**src/core/irq_group_regs.svh**
```systemverilog
`ifndef IRQ_GROUP_REGS_SVH
`define IRQ_GROUP_REGS_SVH

// Register byte offsets
`define OFF_CTL 12'h000
`define OFF_PMR 12'h004
`define OFF_BPR 12'h008
`define OFF_IAR 12'h00c
`define OFF_EOIR 12'h010
`define OFF_HPPIR 12'h014
`define OFF_ABPR 12'h018
`define OFF_AIAR 12'h01c
`define OFF_AEOIR 12'h020
`define OFF_AHPPIR 12'h024
`define OFF_DIR 12'h028
`define OFF_STATUS 12'h02c
`define OFF_GROUP 12'h030
`define OFF_PEND 12'h034
`define OFF_ACT 12'h038
`define PRIO_REGION 4'h1

// Interface control fields
`define CTL_G0EN 0
`define CTL_G1EN 1
`define CTL_ACK_CONTROL 2
`define CTL_FAST_EN 3
`define CTL_COMMON_BP 4
`define CTL_FAST_BYP_DIS 5
`define CTL_IRQ_BYP_DIS 6
`define CTL_EOI_S 9
`define CTL_EOI_NS 10
`define CTL_MASK 32'h0000067f
`define CTL_NS_MASK 32'h00000402

// Status fields
`define ST_VALID_BIT 15
`define ST_GRP_BIT 14
`define ST_BP_LSB 16

// Reset values
`define CTL_RST 32'h00000000
`define PMR_RST 8'h00
`define BPR_RST 3'h0
`define GROUP_RST 32'h00000000

// Identifiers
`define ID_W 10
`define BP_W 3
`define ID_SPUR_GRP 10'h3fe
`define ID_SPUR_NONE 10'h3ff
`define ID_FIRST_RSVD 1020

`endif

```
**src/core/irq_group_pkg.sv**
```systemverilog
`include "irq_group_regs.svh"
package irq_group_pkg;
  typedef logic [`ID_W-1:0] irq_id_t;
  typedef logic [`BP_W-1:0] bin_point_t;
endpackage : irq_group_pkg

```
**src/core/pin_sync.sv**
```systemverilog
`timescale 1ns/1ps
module pin_sync #(
  parameter int W = 1
) (
  // Clock and reset
  input wire logic clk,
  input wire logic rst_n,
  // Asynchronous levels in, synchronised levels out
  input wire logic [W-1:0] d,
  output logic [W-1:0] q
);
  logic [W-1:0] meta_reg;
  logic [W-1:0] q_reg;

  always_ff @(posedge clk or negedge rst_n) begin
    if (!rst_n) begin
      meta_reg <= '0;
      q_reg <= '0;
    end else begin
      meta_reg <= d;
      q_reg <= meta_reg;
    end
  end

  assign q = q_reg;
endmodule : pin_sync

```
**src/core/priority_mem.sv**
```systemverilog
`timescale 1ns/1ps
module priority_mem #(
  parameter int DEPTH = 32,
  parameter int WIDTH = 8,
  parameter int AW = 5
) (
  // Clock and reset
  input wire logic clk,
  input wire logic rst_n,
  // Write port
  input wire logic we,
  input wire logic [AW-1:0] waddr,
  input wire logic [WIDTH-1:0] wdata,
  // Read port, data one cycle later
  input wire logic [AW-1:0] raddr,
  output logic [WIDTH-1:0] rdata
);
  logic [WIDTH-1:0] mem [DEPTH];
  logic [WIDTH-1:0] rdata_reg;

  if (DEPTH > (1 << AW)) begin : g_bad_depth
    $error("priority_mem: DEPTH does not fit AW");
  end

  always_ff @(posedge clk) begin
    if (we) begin
      mem[waddr] <= wdata;
    end
  end

  always_ff @(posedge clk or negedge rst_n) begin
    if (!rst_n) begin
      rdata_reg <= '0;
    end else begin
      rdata_reg <= mem[raddr];
    end
  end

  assign rdata = rdata_reg;
endmodule : priority_mem

```
**src/core/interrupt_group_ack_logic.sv**
```systemverilog
`timescale 1ns/1ps
`include "irq_group_regs.svh"
module interrupt_group_ack_logic #(
  parameter int NUM_IRQ = 32,
  parameter int PRIO_W = 8,
  parameter bit SEC_EXT = 1'b1
) (
  // Clock and reset
  input wire logic pclk,
  input wire logic presetn,
  // APB slave
  input wire logic psel,
  input wire logic penable,
  input wire logic pwrite,
  input wire logic [11:0] paddr,
  input wire logic [31:0] pwdata,
  input wire logic [2:0] pprot,
  output logic [31:0] prdata,
  output logic pready,
  output logic pslverr,
  // Interrupt sources and bypass pins
  input wire logic [NUM_IRQ-1:0] irq_src_in,
  input wire logic bypass_irq_in,
  input wire logic bypass_fast_in,
  // Requests to the processor
  output logic irq_req,
  output logic fast_interrupt_request
);
  import irq_group_pkg::*;

  localparam int IDX_W = $clog2(NUM_IRQ);
  localparam logic [IDX_W-1:0] LAST_IDX = IDX_W'(NUM_IRQ - 1);

  // Single-word group, pending and active registers; ids stay below the reserved pair
  if (NUM_IRQ < 2 || NUM_IRQ > 32 || NUM_IRQ > `ID_FIRST_RSVD || PRIO_W < 1 || PRIO_W > 8) begin : g_bad_cfg
    $error("interrupt_group_ack_logic: unsupported NUM_IRQ or PRIO_W");
  end

  function automatic logic [NUM_IRQ-1:0] id_onehot(input irq_id_t id, input logic en);
    logic [NUM_IRQ-1:0] v;
    v = '0;
    for (int i = 0; i < NUM_IRQ; i++) begin
      if (en && id == irq_id_t'(i)) begin
        v[i] = 1'b1;
      end
    end
    return v;
  endfunction : id_onehot

  // Returns {acknowledge, identifier} for an ack or highest-pending read
  function automatic logic [`ID_W:0] ack_decide(input logic alias_rd, input logic sec_acc, input logic sig_ok,
                                                input logic grp1, input logic ack_ctl, input irq_id_t id);
    logic [`ID_W:0] r;
    r = {1'b0, `ID_SPUR_NONE};
    if (sig_ok) begin
      if (SEC_EXT && !sec_acc) begin
        r = grp1 ? {1'b1, id} : {1'b0, `ID_SPUR_NONE};
      end else if (alias_rd) begin
        r = grp1 ? {1'b1, id} : {1'b0, `ID_SPUR_NONE};
      end else if (!grp1 || ack_ctl) begin
        r = {1'b1, id};
      end else begin
        r = {1'b0, `ID_SPUR_GRP};
      end
    end
    return r;
  endfunction : ack_decide

  logic [NUM_IRQ-1:0] src_sync;
  logic byp_irq_sync;
  logic byp_fast_sync;
  logic [NUM_IRQ-1:0] src_prev_reg;
  logic [31:0] ctl_reg;
  logic [31:0] ctl_next;
  logic [PRIO_W-1:0] pmr_reg;
  bin_point_t bpr_reg;
  bin_point_t abpr_reg;
  logic [NUM_IRQ-1:0] grp_reg;
  logic [NUM_IRQ-1:0] pend_reg;
  logic [NUM_IRQ-1:0] pend_next;
  logic [NUM_IRQ-1:0] act_reg;
  logic [NUM_IRQ-1:0] act_next;
  logic [31:0] prdata_reg;
  logic pready_reg;
  logic err_reg;
  logic ack_take_reg;
  logic [IDX_W-1:0] ack_idx_reg;
  logic irq_req_reg;
  logic fast_req_reg;
  logic [IDX_W-1:0] scan_idx_reg;
  logic [IDX_W-1:0] cmp_idx_reg;
  logic cmp_valid_reg;
  logic cand_valid_reg;
  logic [IDX_W-1:0] cand_idx_reg;
  logic [PRIO_W-1:0] cand_pri_reg;
  logic best_valid_reg;
  logic [IDX_W-1:0] best_idx_reg;
  logic [PRIO_W-1:0] best_pri_reg;
  logic [PRIO_W-1:0] mem_rdata;
  logic [31:0] rd_mux;

  pin_sync #(.W(NUM_IRQ + 2)) u_pin_sync (
    .clk(pclk),
    .rst_n(presetn),
    .d({bypass_fast_in, bypass_irq_in, irq_src_in}),
    .q({byp_fast_sync, byp_irq_sync, src_sync})
  );

  // Bus decode
  wire cap = psel & penable & ~pready_reg;
  wire fire = psel & penable & pready_reg;
  wire sec_acc = SEC_EXT ? ~pprot[1] : 1'b1;
  wire ns_acc = SEC_EXT & ~sec_acc;
  wire alias_hit = (paddr == `OFF_ABPR) | (paddr == `OFF_AIAR) | (paddr == `OFF_AEOIR) | (paddr == `OFF_AHPPIR);
  wire prio_hit = (paddr[11:8] == `PRIO_REGION) && ({1'b0, paddr[7:2]} < 7'(NUM_IRQ));
  wire plain_hit = (paddr == `OFF_CTL) | (paddr == `OFF_PMR) | (paddr == `OFF_BPR) | (paddr == `OFF_IAR)
                 | (paddr == `OFF_EOIR) | (paddr == `OFF_HPPIR) | (paddr == `OFF_DIR) | (paddr == `OFF_STATUS)
                 | (paddr == `OFF_GROUP) | (paddr == `OFF_PEND) | (paddr == `OFF_ACT);
  // Aliases are refused to nonsecure accesses with an error answer
  wire refuse = ~(plain_hit | alias_hit | prio_hit) | (ns_acc & alias_hit);
  wire ack_addr = (paddr == `OFF_IAR) | (paddr == `OFF_AIAR);
  wire alias_rd = (paddr == `OFF_AIAR) | (paddr == `OFF_AHPPIR);
  wire wr_ok = fire & pwrite & ~err_reg;
  wire rd_ack = fire & ~pwrite & ack_take_reg;

  // Highest pending view
  wire irq_id_t best_id = irq_id_t'(best_idx_reg);
  wire best_grp1 = grp_reg[best_idx_reg];
  wire sig_ok = best_valid_reg & (best_pri_reg < pmr_reg);
  wire [`ID_W:0] decide = ack_decide(alias_rd, sec_acc, sig_ok, best_grp1, ctl_reg[`CTL_ACK_CONTROL], best_id);
  wire bin_point_t grp1_bp = ctl_reg[`CTL_COMMON_BP] ? bpr_reg : abpr_reg;
  wire bin_point_t bpr_view = ns_acc ? abpr_reg : bpr_reg;
  wire [31:0] status_word = {13'h0000, grp1_bp, best_valid_reg, best_grp1, 4'h0, best_id};

  // Register writes
  wire ctl_wr = wr_ok & (paddr == `OFF_CTL);
  wire [31:0] ctl_wr_val = ns_acc ? ((ctl_reg & ~`CTL_NS_MASK) | (pwdata & `CTL_NS_MASK)) : (pwdata & `CTL_MASK);
  assign ctl_next = ctl_wr ? ctl_wr_val : ctl_reg;
  wire pmr_wr = wr_ok & (paddr == `OFF_PMR);
  wire bpr_wr = wr_ok & (paddr == `OFF_BPR) & ~ns_acc;
  wire abpr_wr = wr_ok & (((paddr == `OFF_BPR) & ns_acc) | (paddr == `OFF_ABPR));
  wire grp_wr = wr_ok & (paddr == `OFF_GROUP) & sec_acc;
  wire prio_we = wr_ok & prio_hit;

  // End of interrupt: mode bit picks EOI or separate deactivate write
  wire eoi_mode = ns_acc ? ctl_reg[`CTL_EOI_NS] : ctl_reg[`CTL_EOI_S];
  wire eoi_hit = wr_ok & ((paddr == `OFF_EOIR) | (paddr == `OFF_AEOIR));
  wire dir_hit = wr_ok & (paddr == `OFF_DIR);
  wire deact_en = (eoi_hit & ~eoi_mode) | (dir_hit & eoi_mode);
  wire [NUM_IRQ-1:0] deact_vec = id_onehot(pwdata[`ID_W-1:0], deact_en);
  wire [NUM_IRQ-1:0] ack_vec = id_onehot(irq_id_t'(ack_idx_reg), rd_ack);
  wire [NUM_IRQ-1:0] src_rise = src_sync & ~src_prev_reg;

  // A source edge in the ack cycle keeps the interrupt pending
  assign pend_next = (pend_reg & ~ack_vec) | src_rise;
  assign act_next = (act_reg & ~deact_vec) | ack_vec;

  always_comb begin
    rd_mux = 32'h00000000;
    case (paddr)
      `OFF_CTL: rd_mux = ns_acc ? (ctl_reg & `CTL_NS_MASK) : ctl_reg;
      `OFF_PMR: rd_mux = 32'(pmr_reg);
      `OFF_BPR: rd_mux = 32'(bpr_view);
      `OFF_ABPR: rd_mux = 32'(abpr_reg);
      `OFF_IAR, `OFF_HPPIR, `OFF_AIAR, `OFF_AHPPIR: rd_mux = 32'(decide[`ID_W-1:0]);
      `OFF_STATUS: rd_mux = status_word;
      `OFF_GROUP: rd_mux = 32'(grp_reg);
      `OFF_PEND: rd_mux = 32'(pend_reg);
      `OFF_ACT: rd_mux = 32'(act_reg);
      default: rd_mux = 32'h00000000;
    endcase
  end

  // One wait state: answer is registered in the first access cycle
  always_ff @(posedge pclk or negedge presetn) begin
    if (!presetn) begin
      pready_reg <= 1'b0;
      err_reg <= 1'b0;
      prdata_reg <= 32'h00000000;
      ack_take_reg <= 1'b0;
      ack_idx_reg <= '0;
    end else begin
      pready_reg <= cap;
      if (cap) begin
        err_reg <= refuse;
        prdata_reg <= (pwrite | refuse) ? 32'h00000000 : rd_mux;
        ack_take_reg <= ~pwrite & ~refuse & ack_addr & decide[`ID_W];
        ack_idx_reg <= best_idx_reg;
      end
    end
  end

  always_ff @(posedge pclk or negedge presetn) begin
    if (!presetn) begin
      ctl_reg <= `CTL_RST;
      pmr_reg <= PRIO_W'(`PMR_RST);
      bpr_reg <= `BPR_RST;
      abpr_reg <= `BPR_RST;
      grp_reg <= NUM_IRQ'(`GROUP_RST);
    end else begin
      ctl_reg <= ctl_next;
      if (pmr_wr) pmr_reg <= pwdata[PRIO_W-1:0];
      if (bpr_wr) bpr_reg <= pwdata[`BP_W-1:0];
      if (abpr_wr) abpr_reg <= pwdata[`BP_W-1:0];
      if (grp_wr) grp_reg <= pwdata[NUM_IRQ-1:0];
    end
  end

  always_ff @(posedge pclk or negedge presetn) begin
    if (!presetn) begin
      src_prev_reg <= '0;
      pend_reg <= '0;
      act_reg <= '0;
    end else begin
      src_prev_reg <= src_sync;
      pend_reg <= pend_next;
      act_reg <= act_next;
    end
  end

  priority_mem #(.DEPTH(NUM_IRQ), .WIDTH(PRIO_W), .AW(IDX_W)) u_priority_mem (
    .clk(pclk),
    .rst_n(presetn),
    .we(prio_we),
    .waddr(paddr[IDX_W+1:2]),
    .wdata(pwdata[PRIO_W-1:0]),
    .raddr(scan_idx_reg),
    .rdata(mem_rdata)
  );

  // Sweep scanner; lowest id wins a priority tie
  wire eligible = cmp_valid_reg & pend_reg[cmp_idx_reg] & ~act_reg[cmp_idx_reg];
  wire take = eligible & (~cand_valid_reg | (mem_rdata < cand_pri_reg));
  wire wrap = cmp_valid_reg & (cmp_idx_reg == LAST_IDX);
  wire cand_valid_next = cand_valid_reg | take;
  wire [IDX_W-1:0] cand_idx_next = take ? cmp_idx_reg : cand_idx_reg;
  wire [PRIO_W-1:0] cand_pri_next = take ? mem_rdata : cand_pri_reg;

  // An ack restarts the sweep so a stale winner is never reported
  always_ff @(posedge pclk or negedge presetn) begin
    if (!presetn) begin
      scan_idx_reg <= '0;
      cmp_idx_reg <= '0;
      cmp_valid_reg <= 1'b0;
      cand_valid_reg <= 1'b0;
      cand_idx_reg <= '0;
      cand_pri_reg <= '0;
      best_valid_reg <= 1'b0;
      best_idx_reg <= '0;
      best_pri_reg <= '0;
    end else if (rd_ack) begin
      scan_idx_reg <= '0;
      cmp_valid_reg <= 1'b0;
      cand_valid_reg <= 1'b0;
      best_valid_reg <= 1'b0;
    end else begin
      scan_idx_reg <= (scan_idx_reg == LAST_IDX) ? '0 : scan_idx_reg + 1'b1;
      cmp_idx_reg <= scan_idx_reg;
      cmp_valid_reg <= 1'b1;
      cand_valid_reg <= wrap ? 1'b0 : cand_valid_next;
      cand_idx_reg <= cand_idx_next;
      cand_pri_reg <= cand_pri_next;
      if (wrap) begin
        best_valid_reg <= cand_valid_next;
        best_idx_reg <= cand_idx_next;
        best_pri_reg <= cand_pri_next;
      end
    end
  end

  // Request routing
  wire sig_g0 = sig_ok & ~best_grp1 & ctl_reg[`CTL_G0EN];
  wire sig_g1 = sig_ok & best_grp1 & ctl_reg[`CTL_G1EN];
  wire iface_off = ~ctl_reg[`CTL_G0EN] & ~ctl_reg[`CTL_G1EN];
  wire byp_irq = byp_irq_sync & ~ctl_reg[`CTL_IRQ_BYP_DIS] & iface_off;
  wire byp_fast = byp_fast_sync & ~ctl_reg[`CTL_FAST_BYP_DIS] & iface_off;
  wire irq_next = sig_g1 | (sig_g0 & ~ctl_reg[`CTL_FAST_EN]) | byp_irq;
  wire fast_next = (sig_g0 & ctl_reg[`CTL_FAST_EN]) | byp_fast;

  always_ff @(posedge pclk or negedge presetn) begin
    if (!presetn) begin
      irq_req_reg <= 1'b0;
      fast_req_reg <= 1'b0;
    end else begin
      irq_req_reg <= irq_next;
      fast_req_reg <= fast_next;
    end
  end

  assign prdata = prdata_reg;
  assign pready = pready_reg;
  assign pslverr = pready_reg & err_reg;
  assign irq_req = irq_req_reg;
  assign fast_interrupt_request = fast_req_reg;
endmodule : interrupt_group_ack_logic

```
**config.mk**
```make
export PLATFORM = sky130hd
export DESIGN_NAME = interrupt_group_ack_logic
export DESIGN_NICKNAME = d
export VERILOG_FILES = /design/src/core/irq_group_pkg.sv /design/src/core/pin_sync.sv /design/src/core/priority_mem.sv /design/src/core/interrupt_group_ack_logic.sv
export VERILOG_INCLUDE_DIRS = /design/src /design/src/core
export SDC_FILE = /design/constraint.sdc
export NUM_CORES = 1
export LEC_CHECK = 0
export CORE_ASPECT_RATIO = 1.1
export CORE_MARGIN = 2
export CORE_UTILIZATION = 40
export CTS_CLUSTER_DIAMETER = 80
export CTS_CLUSTER_SIZE = 10
export DETAILED_ROUTE_END_ITERATION = 7
export DONT_BUFFER_PORTS = 1
export PLACE_DENSITY_LB_ADDON = 0.3
export SLEW_MARGIN = 10
export SYNTH_ARGS = -nofsm -noshare
export SYNTH_HDL_FRONTEND = slang
export SYNTH_SLANG_ARGS = --single-unit
```
**constraint.sdc**
```tcl
create_clock -name pclk -period 8.65 [get_ports pclk]
set_clock_uncertainty 0.15 [all_clocks]
set_input_delay 0.4325 -clock pclk [delete_from_list [all_inputs] [get_ports pclk]]
set_output_delay 0.4325 -clock pclk [all_outputs]
set_load 0.005 [all_outputs]
```
==> metrics.txt, run 1 <==
Async SR Flop Fraction=54.6%; wire per inst=25.3 um; number of flip-flops in the largest register=256; Worst Setup Start Kind=flip-flop; R2R Path Start=best_idx_reg[0]; Die H=255 um; Achievable Freq=261 MHz; Worst-path clk slew=0.06 ns; TritonCTS Sinks=564; Tmin final=3.83 ns; commonest non-fill, non-tap cell in the layout=dfrtp_1; Overflow after GRT=0; Distinct cells, synth=77; Synth Flop Type=dfrtp_1; final slew viol count=0; Req. time, crit path=9.04 ns; reg2reg path depth=7; top cells by area, synth=dfrtp_1 (34%), edfxtp_1 (34%), mux4_2 (8.4%); Pre-Repair DR Iteration Count=5; hold wc startpoint=pwdata[7]; pre-CTS WS=5.07 ns; GP Congestion=0.891; Final #Nets=1758; Seq cells post-synth=564; CP Capture Type=flip-flop; DRT iter0 DRCs=1365; Worst-Skew Late Latency=0.61 ns; Detail Route Antenna Nets=0; H-tree levels=3; Post-Syn Nets=1661; number of buffers added on ports=0; Max IR drop VDD=129 uV; Hold Path Sink=u_priority_mem.mem[7][7]; area occupied by registers=0.0154 mm2; Reg2Reg Setup Slack=4.82 ns; RSZ-0062 raised after global routing=no; slew at the pin with the worst max-slew slack=1.12 ns; first-pass GRT wire length=91600 um; Final Hold Fails=0; Initial Utilization=40.2%; largest net degree at the start of global routing=309; share of layout cells above drive strength 1=17.4%; Vias/cell=5.74; Synth top area share=33.6%; Ports=122; setup bufs post-CTS=0; wirelength, routed=61400 um; Final Setup Violations=0; antenna violations before repair=3; die area=0.0592 mm2; setup TNS=0 ns; # DRC=0; Final period util=44.3%; sequential-to-total area share from yosys stat=67.2%; die width=232 um; max-cap viol count=0; vias=13900; Tot GR Track Use=21.1%; CP Max Fanout=15; HPWL after detailed placement=37500 um; reg2reg end=ack_take_reg; fillcell total=4901; TritonCTS buffer count=66; Worst Hold Path Cells=1; clock buffer depth=3; standard-cell row count=92; CTS tree=done; root buf cell=clkbuf_16; worst rel slew slack=25.1%; syn avg cell area=14.7 um2; CTS resizes=0; Netlist Area Pre-Place=0.0229 mm2; synth-to-layout area growth=15.5%; vias in the first global route=14300; multi-input logic area=0.00701 mm2; kind of critical path=flip-flop to flip-flop; final critical-path setup slack=4.82 ns; Mapped Cells=1559; P per Cell Area=206 mW/mm2; Leak=10.5 nW; status=finished clean; Post-synth EDFFs=256; worst hold path class=primary input to flip-flop; crit path DAT=4.22 ns; Core Area=0.0570 mm2; Synth Warn #=0; cell accounting for the most synthesized area=dfrtp_1; most frequent cells in the layout=dfrtp_1 (306), edfxtp_1 (256), nand2_1 (216)
## through the flow
step	cell area (um2)	hold WS (ns)	cells	utilization, %	power [mW]
after floorplan	22900	-0.0131	1559	-	2.96
after global placement	23700	-0.00337	2256	41.5	2.97
after detailed placement	23700	-0.00337	2256	41.5	2.97
after CTS	26400	0.000453	2420	46.3	5.51
after global routing	26500	0.00799	2424	46.4	5.63
final	26500	0.00984	2427	46.5	5.46
## cells by family (layout without fill, tap and decap cells)
| group | after synthesis | count (layout) | share of synthesized area, % |
|---|---|---|---|
| other cells | 0 | 4 | 0 |
| fa+ha+maj | 16 | 16 | 0.874 |
| flops | 564 | 564 | 67.2 |
| compound gates | 243 | 243 | 7.16 |
| simple gates | 412 | 412 | 8.76 |
| xor+xnor | 3 | 3 | 0.115 |
| buf+inv | 125 | 237 | 2.28 |
| mux | 196 | 196 | 13.6 |
## Yosys cell counts (7+ instances only)
cell,number
mux2i_1,34
or2_2,8
a221oi_1,10
nor3_1,22
ha_1,16
mux4_2,85
clkbuf_1,42
nand2_1,216
dfrtp_1,308
nand2b_1,15
or3_4,7
a22o_1,22
nor2_1,60
a221o_1,8
o211ai_1,12
o21ai_1,33
buf_1,8
nor4b_1,7
nor3b_1,8
edfxtp_1,256
nor2b_1,8
buf_2,15
mux2_2,71
or3_1,7
nand3_1,9
inv_1,54
o21ai_0,74
a21oi_1,23
o311ai_0,7
## where the power goes
group	switching [mW]	total [mW]	internal [mW]
sequential	0.0192	2.86	2.84
combinational	0.108	0.163	0.0556
clock	1.06	2.44	1.38
## worst max-delay path by stage
stage | from | to | slack, ns | cells after the start
4_1_cts | best_idx_reg[0] | ack_take_reg | 4.90 | 7
2_1_floorplan | paddr[3] | u_priority_mem.mem[11][0] | 5.75 | 5
5_1_grt | best_idx_reg[0] | ack_take_reg | 4.69 | 7
3_5_place_dp | best_idx_reg[0] | prdata[1] | 5.07 | 7
6_report | best_idx_reg[0] | ack_take_reg | 4.82 | 7
3_3_place_gp | best_idx_reg[0] | prdata[1] | 5.08 | 7
## routing by layer
| metal | global-route usage [%] | part of all wire, % | vias up |
|---|---|---|---|
| met1 | 28.6 | 42 | 7277 |
| met4 | 7.58 | 3.0 | 0 |
| met2 | 33.5 | 47 | 547 |
| li1 | - | - | 5991 |
| met3 | 4.63 | 7.7 | 107 |
| met5 | 0 | 0 | - |
## worst max-delay path, cell delays in order (launching register included)
cell           delay, ns
dfrtp_1             1.08
mux4_2              0.44
mux2i_1             0.08
mux2_2              0.33
a32oi_2             0.51
mux2i_1             0.25
o41ai_1             0.32
dlygate4sd3_1       0.58
## layout make-up
class | instances | share of cell area [%]
Inverter | 55 | 0.780
Timing Repair Buffer | 99 | 4.10
Sequential cell | 564 | 58.2
Multi-Input combinational cell | 870 | 26.5
Clock buffer | 74 | 6.35
Tap cell | 752 | 3.55
Antenna cell | 4 | 0.0378
Clock inverter | 9 | 0.501
## repair_timing
item | 4_1_cts | 5_1_grt
hold buffers | 81 | 1
setup endpoints to repair | 0 | 0
hold endpoints to repair | 670 | 167
Power figures use the tool's default switching activity.
==> inputs of run 2 (changes only) <==
clock period = 3.9 ns   (was 8.65 ns; I/O delays follow)
==> run 2 against run 1 <==
  * The run now ends with negative hold slack left
  * Register-to-register slack got worse by 4.3 ns
  * Sequential share of layout area shrank 1.0 points
  * Final cell count increased by 2.3%
  * Non-clock buffer count rose by 49
  * Critical path depth up 2
  * Sequential power increased by 120%
  * Total power grew 120%
  * Die area did not move
  * Global-route usage shrank 0.30 points
  * Count of clock-buffer cells in the layout up 11
  * Clock power increased by 130%
  * Sequential cell count unchanged
==> metrics.txt, run 2 (synthesis results as in run 1) <==
# DRC=0; Final #Nets=1808; first-pass GRT wire length=91100 um; H-tree levels=3; worst hold path class=primary input to async pin; synth-to-layout area growth=17.5%; Worst-path clk slew=0.06 ns; Final period util=92.1%; most frequent cells in the layout=dfrtp_1 (306), edfxtp_1 (256), nand2_1 (216); Crit path max-delay family=simple AND/OR/NAND/NOR gates; die area=0.0592 mm2; TritonCTS buffer count=67; setup TNS=0 ns; DR WL met3=5050 um; Detail Route Antenna Nets=0; final critical-path setup slack=0.309 ns; GP Congestion=0.881; kind of critical path=primary input to flip-flop; worst hold slack=-0.865 ns; commonest non-fill, non-tap cell in the layout=dfrtp_1; status=complete, but fails checks; CTS resizes=0; Worst-Skew Late Latency=0.61 ns; failing checks=negative hold slack; largest net degree at the start of global routing=309; pre-CTS WS=0.600 ns; Vias/cell=5.64; Tmin final=3.59 ns; root buf cell=clkbuf_16; worst rel slew slack=37.3%; DRT iter0 DRCs=1383; Pre-Repair DR Iteration Count=6; DRT met1 WL=25500 um; WP buf/inv=2; CTS tree=done; area occupied by registers=0.0154 mm2; Achievable Freq=278 MHz; number of flip-flops in the largest register=256; Ports=122; antenna violations before repair=4; Die H=255 um; crit path DAT=3.99 ns; Leak=10.7 nW; TritonCTS Sinks=564; Final Hold Fails=308; setup bufs post-CTS=0; Reg2Reg Setup Slack=0.50 ns; fillcell total=4933; Worst Setup Start Kind=primary input; standard-cell row count=92; number of buffers added on ports=0; CP Cell Sequence=dlygate4sd3_1, nor4_2, dlygate4sd3_1, nand2_1, a211oi_1, nand2_1, or3_1, nor2_4, a221o_1; slew at the pin with the worst max-slew slack=0.939 ns; vias in the first global route=14500; cts hold-fix bufs=117; met2 wire len=28700 um; Max IR drop VDD=273 uV; HPWL after detailed placement=38200 um; CP Capture Type=flip-flop; Slowest-stage cell, CP=dlygate4sd3_1; Req. time, crit path=4.30 ns; CP max stage delay=0.73 ns; vias=14000; final slew viol count=0; wire per inst=24.4 um; multi-input logic area=0.00701 mm2; share of layout cells above drive strength 1=17.7%; Crit. path cell count=9; Initial Utilization=40.2%; Final Setup Violations=0; Overflow after GRT=0; reg2reg path depth=7; top sig layer=met5; wirelength, routed=60600 um; clock buffer depth=3; CP Max Fanout=17; die width=232 um; Tot GR Track Use=20.8%; Core Area=0.0570 mm2; P per Cell Area=452 mW/mm2; max-cap viol count=0; RSZ-0062 raised after global routing=no
## run 2: worst reg2reg max path, stage by stage, from the launching register on
cell and delay [ns]:
dfrtp_1 0.57, nor3b_1 0.36, nor4b_1 0.11, o41ai_1 0.40
and4b_1 0.33, a41oi_4 0.10, nor4_4 0.81, mux2_2 0.42
## run 2: worst paths after layout
path                                    startpoint                       to
hold / removal                             presetn  u_pin_sync.meta_reg[22]
min in group pclk                    irq_src_in[9]   u_pin_sync.meta_reg[9]
setup / recovery                          paddr[8]                prdata[8]
hold reg to reg            u_pin_sync.meta_reg[14]         u_pin_sync.q[14]
max in group asynchronous                  presetn          scan_idx_reg[0]
setup reg to reg                    cmp_idx_reg[0]          cand_pri_reg[4]
## run 2: final cells by class
type | instances | area share (%)
Clock buffer | 85 | 6.51
Clock inverter | 7 | 0.321
Timing Repair Buffer | 148 | 5.68
Inverter | 55 | 0.767
Tap cell | 752 | 3.49
Antenna cell | 1 | 0.00929
Sequential cell | 564 | 57.2
Multi-Input combinational cell | 870 | 26.0
## run 2: metal layers
layer | global-route usage [%] | up-vias
met3 | 5.25 | 117
met5 | 0 | -
met4 | 6.26 | 4
met1 | 28.1 | 7217
li1 | - | 6101
met2 | 33.1 | 551
## run 2: through the flow
stage               instances  area, um2  hold slack (ns)  util, %  power (mW)
finish                   2482      26900           -0.865     47.3        12.2
global placement         2272      23800           -0.241     41.8        6.59
global route             2482      26900           -0.889     47.3        12.5
detailed placement       2272      23800           -0.240     41.8        6.60
CTS                      2481      26900           -0.885     47.3        12.3
floorplan                1559      22900           -0.251        -        6.55
## run 2: power breakdown
part,switching [mW],internal (mW)
clock network,2.34,3.15
registers,0.0427,6.29
logic,0.203,0.141
